<file path="src/pkg/osc_consts.vh">
`ifndef OSC_CONSTS_VH
`define OSC_CONSTS_VH
`define OSC_SEL_PREC 3'h0
`define OSC_SEL_EXT 3'h1
`define OSC_SEL_LPDIV8 3'h2
`define OSC_SEL_RTC 3'h3
`define OSC_SEL_LP 3'h4
`define OSC_SEL_RESET 3'h4
`define OSC_MODE_OFF 3'h0
`define OSC_MODE_CMOS 3'h2
`define OSC_MODE_CMOS_DIV2 3'h3
`define OSC_MODE_XTAL 3'h6
`define OSC_MODE_XTAL_DIV2 3'h7
`define OSC_MODE_RC 3'h4
`define OSC_MODE_CAP 3'h5
`define OSC_SS_DIVISOR 384
`define OSC_SS_STEPS 6
`define OSC_SS_STEP_LEN 32
`define OSC_SS_STEP_W 3
`define OSC_VALID_STABLE_CNT 16'h0400
`define OSC_SWITCH_WAIT 8'h08
`endif

</file>
<file path="src/rtl/osc_source_ctrl.v">
`timescale 1ns/1ps
`default_nettype none
`include "osc_consts.vh"
module osc_source_ctrl (
    input wire clk_sys_i,
    input wire rst_n_i,
    input wire clk_en_i,
    input wire [2:0] clock_source_select_i,
    input wire spread_spectrum_enable_i,
    input wire [6:0] precision_osc_calibration_i,
    input wire [2:0] ext_osc_mode_i,
    input wire [2:0] ext_osc_drive_code_i,
    input wire ext_osc_edge_i,
    input wire osc_pin_two_i,
    output reg [2:0] active_source_o,
    output reg lp_osc_enable_o,
    output reg prec_osc_enable_o,
    output reg [2:0] ss_step_o,
    output reg [6:0] prec_osc_trim_o,
    output reg ext_osc_enable_o,
    output reg [2:0] ext_osc_drive_o,
    output reg ext_clk_o,
    output reg periph_ext_clk_o,
    output reg ext_osc_valid_flag_o,
    output reg switch_busy_o,
    output reg sel_reserved_o
);

    function sel_is_legal;
        input [2:0] sel;
        begin
            sel_is_legal = (sel <= `OSC_SEL_LP);
        end
    endfunction

    function is_cmos;
        input [2:0] mode;
        begin
            is_cmos = (mode == `OSC_MODE_CMOS) || (mode == `OSC_MODE_CMOS_DIV2);
        end
    endfunction

    function rise_edge;
        input now_v;
        input last_v;
        begin
            rise_edge = now_v && !last_v;
        end
    endfunction

    function uses_lp;
        input [2:0] sel;
        begin
            uses_lp = (sel == `OSC_SEL_LP) || (sel == `OSC_SEL_LPDIV8);
        end
    endfunction

    wire ext_on = (ext_osc_mode_i != `OSC_MODE_OFF);
    wire div2_mode = (ext_osc_mode_i == `OSC_MODE_XTAL_DIV2) ||
        (ext_osc_mode_i == `OSC_MODE_CMOS_DIV2);
    // CMOS takes pin two as clock.
    wire raw_ext = is_cmos(ext_osc_mode_i) ? osc_pin_two_i : ext_osc_edge_i;

    reg div2_r;
    reg raw_d_r;
    reg vs1_r;
    reg vs2_r;
    reg [15:0] stable_cnt_r;
    reg [7:0] sw_cnt_r;
    reg [2:0] pend_r;
    reg [4:0] ss_sub_r;
    reg [2:0] ss_pos_r;
    reg ss_up_r;
    reg [7:0] sw_cnt_nxt;
    reg [2:0] pend_nxt;
    reg [2:0] active_nxt;
    reg busy_nxt;
    reg [2:0] ss_pos_nxt;
    reg ss_up_nxt;

    wire raw_rise = rise_edge(raw_ext, raw_d_r);
    wire sel_ok = sel_is_legal(clock_source_select_i);
    wire ss_tick = (ss_sub_r == `OSC_SS_STEP_LEN - 1);

    // A fresh legal request restarts the wait, so the last request always wins.
    always @* begin
        pend_nxt = pend_r;
        sw_cnt_nxt = sw_cnt_r;
        active_nxt = active_source_o;
        busy_nxt = switch_busy_o;
        if (sel_ok && clock_source_select_i != pend_r) begin
            pend_nxt = clock_source_select_i;
            sw_cnt_nxt = `OSC_SWITCH_WAIT;
            busy_nxt = 1'b1;
        end else if (sw_cnt_r != 8'h00) begin
            sw_cnt_nxt = sw_cnt_r - 8'h01;
            if (sw_cnt_r == 8'h01) begin
                active_nxt = pend_r;
                busy_nxt = 1'b0;
            end
        end
    end

    // The triangle walks from zero to its deepest step and back again.
    always @* begin
        ss_pos_nxt = ss_pos_r;
        ss_up_nxt = ss_up_r;
        if (ss_tick) begin
            if (ss_up_r) begin
                ss_pos_nxt = ss_pos_r + 3'h1;
                if (ss_pos_r == `OSC_SS_STEPS - 1)
                    ss_up_nxt = 1'b0;
            end else begin
                ss_pos_nxt = ss_pos_r - 3'h1;
                if (ss_pos_r == 3'h1)
                    ss_up_nxt = 1'b1;
            end
        end
    end

    always @(posedge clk_sys_i or negedge rst_n_i) begin
        if (!rst_n_i) begin
            active_source_o <= `OSC_SEL_RESET;
            pend_r <= `OSC_SEL_RESET;
            sw_cnt_r <= 8'h00;
            switch_busy_o <= 1'b0;
            sel_reserved_o <= 1'b0;
        end else if (clk_en_i) begin
            sel_reserved_o <= !sel_ok;
            pend_r <= pend_nxt;
            sw_cnt_r <= sw_cnt_nxt;
            active_source_o <= active_nxt;
            switch_busy_o <= busy_nxt;
        end
    end

    // The low-power and precision oscillators stay on from their request until no longer selected; the external one follows ext_osc_mode_i.
    always @(posedge clk_sys_i or negedge rst_n_i) begin
        if (!rst_n_i) begin
            lp_osc_enable_o <= 1'b1;
            prec_osc_enable_o <= 1'b0;
            prec_osc_trim_o <= 7'h00;
        end else if (clk_en_i) begin
            lp_osc_enable_o <= uses_lp(pend_r) || uses_lp(active_source_o);
            prec_osc_enable_o <= (pend_r == `OSC_SEL_PREC) ||
                (active_source_o == `OSC_SEL_PREC);
            prec_osc_trim_o <= precision_osc_calibration_i;
        end
    end

    always @(posedge clk_sys_i or negedge rst_n_i) begin
        if (!rst_n_i) begin
            ss_sub_r <= 5'h00;
            ss_pos_r <= 3'h0;
            ss_up_r <= 1'b1;
            ss_step_o <= 3'h0;
        end else if (clk_en_i) begin
            // triangle step every 32 clocks, period 384.
            // offset only lowers, six steps max.
            if (!spread_spectrum_enable_i) begin
                ss_sub_r <= 5'h00;
                ss_pos_r <= 3'h0;
                ss_up_r <= 1'b1;
                ss_step_o <= 3'h0;
            end else begin
                ss_sub_r <= ss_sub_r + 5'h01;
                ss_pos_r <= ss_pos_nxt;
                ss_up_r <= ss_up_nxt;
                ss_step_o <= ss_pos_r;
            end
        end
    end

    // Toggling only on raw rising edges keeps the halved clock at an even duty.
    always @(posedge clk_sys_i or negedge rst_n_i) begin
        if (!rst_n_i) begin
            ext_osc_enable_o <= 1'b0;
            ext_osc_drive_o <= 3'h0;
            raw_d_r <= 1'b0;
            div2_r <= 1'b0;
            ext_clk_o <= 1'b0;
            periph_ext_clk_o <= 1'b0;
        end else if (clk_en_i) begin
            ext_osc_enable_o <= ext_on;
            ext_osc_drive_o <= ext_osc_drive_code_i;
            raw_d_r <= raw_ext;
            if (raw_rise)
                div2_r <= !div2_r;
            // ext clock to system and peripherals.
            ext_clk_o <= div2_mode ? div2_r : raw_ext;
            periph_ext_clk_o <= div2_mode ? div2_r : raw_ext;
        end
    end

    // Software may only trust the flag once the full count has crossed both flops.
    always @(posedge clk_sys_i or negedge rst_n_i) begin
        if (!rst_n_i) begin
            stable_cnt_r <= 16'h0000;
            vs1_r <= 1'b0;
            vs2_r <= 1'b0;
            ext_osc_valid_flag_o <= 1'b0;
        end else if (clk_en_i) begin
            if (!ext_on || is_cmos(ext_osc_mode_i))
                stable_cnt_r <= 16'h0000;
            else if (raw_rise && stable_cnt_r != `OSC_VALID_STABLE_CNT)
                stable_cnt_r <= stable_cnt_r + 16'h0001;
            vs1_r <= (stable_cnt_r == `OSC_VALID_STABLE_CNT);
            vs2_r <= vs1_r;
            ext_osc_valid_flag_o <= vs2_r && !is_cmos(ext_osc_mode_i);
        end
    end

endmodule // osc_source_ctrl
`default_nettype wire
</file>
<file path="config.mk">
export PLATFORM = sky130hd
export DESIGN_NAME = osc_source_ctrl
export DESIGN_NICKNAME = d
export VERILOG_FILES = /design/src/rtl/osc_source_ctrl.v
export VERILOG_INCLUDE_DIRS = /design/src /design/src/pkg
export SDC_FILE = /design/constraint.sdc
export NUM_CORES = 1
export LEC_CHECK = 0
export BUFFER_PORTS_ARGS = -buffer_cell sky130_fd_sc_hd__buf_2
export CAP_MARGIN = 20
export CORE_MARGIN = 4
export CORE_UTILIZATION = 40
export DETAILED_ROUTE_END_ITERATION = 8
export GPL_TIMING_DRIVEN = 1
export SLEW_MARGIN = 20
export SYNTH_ARGS = -nofsm -noshare
export SYNTH_HDL_FRONTEND = slang
export SYNTH_SLANG_ARGS = --single-unit
</file>
<file path="constraint.sdc">
create_clock -name clk_sys_i -period 2.5 [get_ports clk_sys_i]
set_clock_uncertainty 0.2 [all_clocks]
set_input_delay 0.75 -clock clk_sys_i [delete_from_list [all_inputs] [get_ports clk_sys_i]]
set_output_delay 0.75 -clock clk_sys_i [all_outputs]
set_load 0.05 [all_outputs]
</file>
==> impl_metrics.yaml, run 1 <==
outcome:
  status: "finished, final reports clean"
yosys:
  syn-mean-instance-area_um2: 10.2
  ys_async_sr_fraction_pct: 100
  synthesis.area_um2: 3250
  ys_top_cells_by_count: "dfrtp_1, nor2_1, nand2_1, o21ai_0"
  yosysWarnings: 0
  synth_area_leader_cell: "dfrtp_1"
  yosys_register_bits: 63
  ys.flop_type: "dfrtp_1"
  synth_area_leaders: "dfrtp_1, mux2_2, ha_1, o21ai_0, dfstp_2"
  netlist.area_leader.share_pct: 45.4
  syn_inst: 319
  synth_edf_count: 0
  synth.most_common_cell: "dfrtp_1"
  synth_nets: 351
  synth_cell_types: 51
  synth_seq_area_share_pct: 48.7
route:
  drt_iter0_markers: 78
  final_antenna_net_count: 0
  wl_per_cell_um: 13.6
  vias_per_cell: 5.25
  drt-pass1-iter-count: 4
  vias: 2571
  drcViolationCount: 0
  wl_um: 6690
timing:
  finalSetupViolCount: 0
  relSlewSlack_pct: 69.3
  fmax_mhz: 442
  hold_viol_final: 0
  period_needed_ns: 2.26
  min_period_over_period_pct: 90.6
  hold_ws_ns: 0.216
  tns_ns: 0
  rsz0062_at_grt: "no"
  drv_slew: 0
  worst_slew_pin_slew_ns: 0.454
clock_tree:
  root_buffer: "clkbuf_8"
  clk_pin_slew_worst_paths_ns: 0.07
  cts_buffers: 9
  h-tree-depth: 3
  insertion_delay_ns: 0.34
  hold_buffers: 0
  cts.path.max_buffers: 2
  tritoncts: "yes"
  ctsResizeCount: 0
  clock_sinks: 63
  cts_setup_buffers: 0
final_layout:
  areaGrowthSynthToFinish_pct: 20.5
  diodes: 0
  final_layout_size_suffix_gt1_share_pct: 28.9
  fillers: 738
  seqCellArea_um2: 1580
  num-nets-final: 415
  multi_input_area_um2: 1540
job:
  cap_violations: 0
worst_setup_path:
  cp-end-kind: "flop"
  cp-start-kind: "primary input"
  crit_type: "in -> reg"
  arrival_ns: 2.28
  crit_start: "clock_source_select_i[1]"
  required_ns: 2.52
  cp_max_fo: 5
  r2r_start: "stable_cnt_r[0]"
placement:
  numPortBuffers: 45
  routabilityCongestion: 0.867
  dp_hpwl_um: 4630
floorplanning:
  die_area_um2: 9630
  num_rows: 32
  die_w_um: 98.1
  ios: 46
  initial_core_util_pct: 41.6
  coreArea_um2: 7810
  die_h_um: 98.1
pwr:
  p_per_area_nw_per_um2: 779
  switching_share_pct: 34.5
  seqPwrFrac_pct: 43.3
  clockPowerShare_pct: 29.2
  p_int_mw: 2.00
  power.switching_mw: 1.05
  p_leak_nw: 1.78
  pwr-share-comb_pct: 27.5
  ir_worst_vdd_mv: 0.371
global_route:
  grt_pass1_wl_um: 11700
  grt_max_degree: 64
  grt_pass1_vias: 2554
  grt_use_total_pct: 14.8
  antenna_found_initial: 0
  overflow: 0
min_path:
  min_path_type: "in -> async"
state kept, by name, summed over array words and instances (netlist names), 3 cells and up:
register / cells
active_source_o: 3
ext_osc_drive_o: 3
pend_r: 3
prec_osc_trim_o: 7
ss_pos_r: 3
ss_step_o: 3
ss_sub_r: 5
stable_cnt_r: 16
sw_cnt_r: 8
critical path, stage by stage:
cell	delay, ns
buf_2	0.13
or3_4	0.39
a2111oi_4	0.35
nor2_2	0.08
or2_4	0.29
mux2_4	0.29
per-stage QoR:
stage | area [um2] | power, mW | worst slack [ns] | util, % | std cells
finish | 3920 | 3.05 | 0.235 | 50.1 | 490
global placement | 3710 | 2.16 | -0.0808 | 47.6 | 474
CTS | 3920 | 3.10 | 0.251 | 50.1 | 490
detailed placement | 3710 | 2.18 | -0.109 | 47.6 | 474
floorplan | 3250 | 1.94 | 0.0467 | - | 319
global route | 3920 | 3.25 | 0.130 | 50.1 | 490
power by group through the flow:
| stage | Sequential, mW | Clock, mW | Combinational, mW |
|---|---|---|---|
| after floorplan | 1.50 | 0 | 0.440 |
| after global placement | 1.33 | 0 | 0.835 |
| after CTS | 1.32 | 0.931 | 0.849 |
| after detailed placement | 1.33 | 0 | 0.847 |
| after global routing | 1.35 | 0.978 | 0.922 |
| final | 1.32 | 0.891 | 0.838 |
cell usage in the layout, fill, tap and decap left out, types with 15 or more instances in the layout:
master   count
a21oi_1     18
nor2_1      27
mux2_2      17
buf_4       19
nand3_1     18
inv_1       15
dfrtp_1     59
o21ai_0     22
nor3_1      16
buf_2       45
nand2_1     23
path summary, 6_finish.rpt:
path	endpoint	slack, ns	cells after the start
max in group asynchronous	ss_up_r	1.56	2
worst min-delay path	stable_cnt_r[9]	0.22	2
worst max-delay path	active_source_o[1]	0.24	6
worst max register to register	stable_cnt_r[5]	0.27	8
min in group clk_sys_i	sel_reserved_o	0.28	1
worst min register to register	sel_reserved_o	0.28	1
logic make-up after synthesis:
| group | share of synthesized area, % |
|---|---|
| AND/OR/NAND/NOR | 17.4 |
| AO/OA/AOI/OAI | 14.9 |
| flip-flops | 48.7 |
| buffers and inverters | 3.89 |
| multiplexers | 9.43 |
| adder cells (fa/ha/maj) | 3.85 |
| XOR/XNOR | 1.89 |
routing by layer:
layer	GRT usage [%]	wire length (um)
met5	0	0
met3	5.64	365
met2	23.6	3080
met4	3.47	43
met1	19.1	3200
final cells by class:
cell class / count / area share (%)
Inverter: 15 / 1.44
Clock inverter: 4 / 1.15
Tap cell: 102 / 3.26
Timing Repair Buffer: 66 / 10.4
Multi-Input combinational cell: 228 / 39.4
Clock buffer: 12 / 3.96
Sequential cell: 63 / 40.4
Note: power is estimated with default switching activity, not from simulation.
==> run 2, diff against run 1 <==
Settings changed: CORE_MARGIN 4 to 2.
==> run 2 against run 1 <==
Against the previous run: power grew 0.52%; non-clock buffer count shrank 3; global-route usage grew 1.6 points; utilization shrank 0.21 points; critical path depth is the same; register-to-register slack gained 0.04 ns; combinational power grew 0.5%; wire length shrank 1.4%; critical path type unchanged; largest cell class unchanged; largest power group unchanged.
==> impl_metrics.yaml, run 2 (synthesis gave the netlist of run 1 again) <==
outcome:
  status: "finished, final reports clean"
pwr:
  p_leak_nw: 1.76
  switching_share_pct: 35.5
  clockPowerShare_pct: 29.6
  seqPwrFrac_pct: 42.9
  power.switching_mw: 1.09
  p_int_mw: 1.98
  ir_worst_vdd_mv: 0.447
  total_power_mw: 3.07
  pwr-share-comb_pct: 27.5
  p_per_area_nw_per_um2: 786
final_layout:
  diodes: 0
  final_layout_size_suffix_gt1_share_pct: 28.6
  utilization_pct: 49.9
  largest-register: "stable_cnt_r"
  reg_top3: "stable_cnt_r (16), sw_cnt_r (8), prec_osc_trim_o (7)"
  areaGrowthSynthToFinish_pct: 20.0
  final_common_cell: "dfrtp_1"
  fillers: 745
  largest_reg_flops: 16
  mostFrequentLayoutCells: "dfrtp_1, buf_2, nor2_1"
  num-nets-final: 412
clock_tree:
  root_buffer: "clkbuf_8"
  clk_pin_slew_worst_paths_ns: 0.07
  ctsResizeCount: 0
  cts_buffers: 9
  cts_setup_buffers: 0
  cts.path.max_buffers: 2
  tritoncts: "yes"
  h-tree-depth: 3
  hold_buffers: 0
  clock_sinks: 63
  insertion_delay_ns: 0.35
global_route:
  overflow: 0
  grt_pass1_vias: 2486
  grt_use_total_pct: 16.4
  grt_pass1_wl_um: 11500
  antenna_found_initial: 0
  grt_max_degree: 64
floorplanning:
  num_rows: 32
  ios: 46
  initial_core_util_pct: 41.6
  die_area_um2: 8860
  die_h_um: 94.1
  die_w_um: 94.1
  coreArea_um2: 7810
worst_setup_path:
  required_ns: 2.53
  crit_type: "in -> reg"
  arrival_ns: 2.28
  cp-end-kind: "flop"
  cp-start-kind: "primary input"
  cp_max_fo: 5
min_path:
  min_path_type: "in -> async"
route:
  wl_um: 6590
  vias: 2558
  vias_per_cell: 5.25
  drt-pass1-iter-count: 4
  drcViolationCount: 0
  final_antenna_net_count: 0
  drt_iter0_markers: 121
  wl_per_cell_um: 13.5
timing:
  rsz0062_at_grt: "no"
  drv_slew: 0
  fmax_mhz: 443
  period_needed_ns: 2.26
  finalSetupViolCount: 0
  hold_viol_final: 0
  min_period_over_period_pct: 90.4
  relSlewSlack_pct: 69.5
  worst_slew_pin_slew_ns: 0.451
placement:
  routabilityCongestion: 0.833
  dp_hpwl_um: 4590
  numPortBuffers: 45
job:
  cap_violations: 0
-- run 2: cell count changes in the layout (fill, tap and decap cells not counted) --
cell        before  now
clkinv_2         3    1
clkinv_4         0    2
clkbuf_1         1    0
clkbuf_8        11   10
inv_6            0    1
clkinvlp_4       0    1
buf_4           19   16
-- run 2: worst max-delay path, stage by stage --
cell,delay (ns)
buf_2,0.13
or3_4,0.40
a2111oi_4,0.34
nor2_2,0.08
or2_4,0.29
mux2_4,0.30
-- run 2: cell type report --
cell class                 instances  area [um2]  area share, %
inverter                          15        56.3           1.44
multi-input combinational        228        1540           39.5
sequential                        63        1580           40.6
clock inverter                     6        68.8           1.77
tap                              102         128           3.27
timing repair buffer              63         385           9.88
clock buffer                      10         138           3.53
-- run 2: final timing paths --
kind / startpoint / to / slack [ns] / cells past startpoint
setup / recovery: clock_source_select_i[1] / active_source_o[0] / 0.24 / 6
hold reg to reg: div2_r / div2_r / 0.28 / 1
hold / removal: rst_n_i / stable_cnt_r[9] / 0.19 / 2
min in group clk_sys_i: div2_r / div2_r / 0.28 / 1
max in group asynchronous: rst_n_i / ss_up_r / 1.56 / 2
setup reg to reg: sw_cnt_r[0] / active_source_o[0] / 0.31 / 6
-- run 2: power groups by stage --
stage          Sequential, mW  Combinational (mW)  Clock, mW
2_1_floorplan            1.50               0.440          0
3_3_place_gp             1.33               0.832          0
3_5_place_dp             1.33               0.846          0
4_1_cts                  1.31               0.849      0.942
5_1_grt                  1.34               0.925      0.984
6_report                 1.32               0.842      0.909
-- run 2: per-layer routing --
layer	up-vias	GRT usage, %	part of all wire, %
li1	1273	-	-
met1	1223	21.7	49
met2	54	25.7	45
met3	8	3.69	4.1
met4	0	7.00	1.6
met5	-	0	0
-- run 2: stage by stage --
| step | instance area (um2) | TNS (ns) | hold slack, ns | worst slack, ns | std cells |
|---|---|---|---|---|---|
| CTS | 3900 | 0 | 0.218 | 0.251 | 487 |
| global placement | 3690 | -0.198 | 0.262 | -0.0798 | 471 |
| finish | 3900 | 0 | 0.194 | 0.241 | 487 |
| detailed placement | 3690 | -0.348 | 0.261 | -0.109 | 471 |
| global route | 3900 | 0 | 0.235 | 0.133 | 487 |
| floorplan | 3250 | 0 | 0.239 | 0.0467 | 319 |
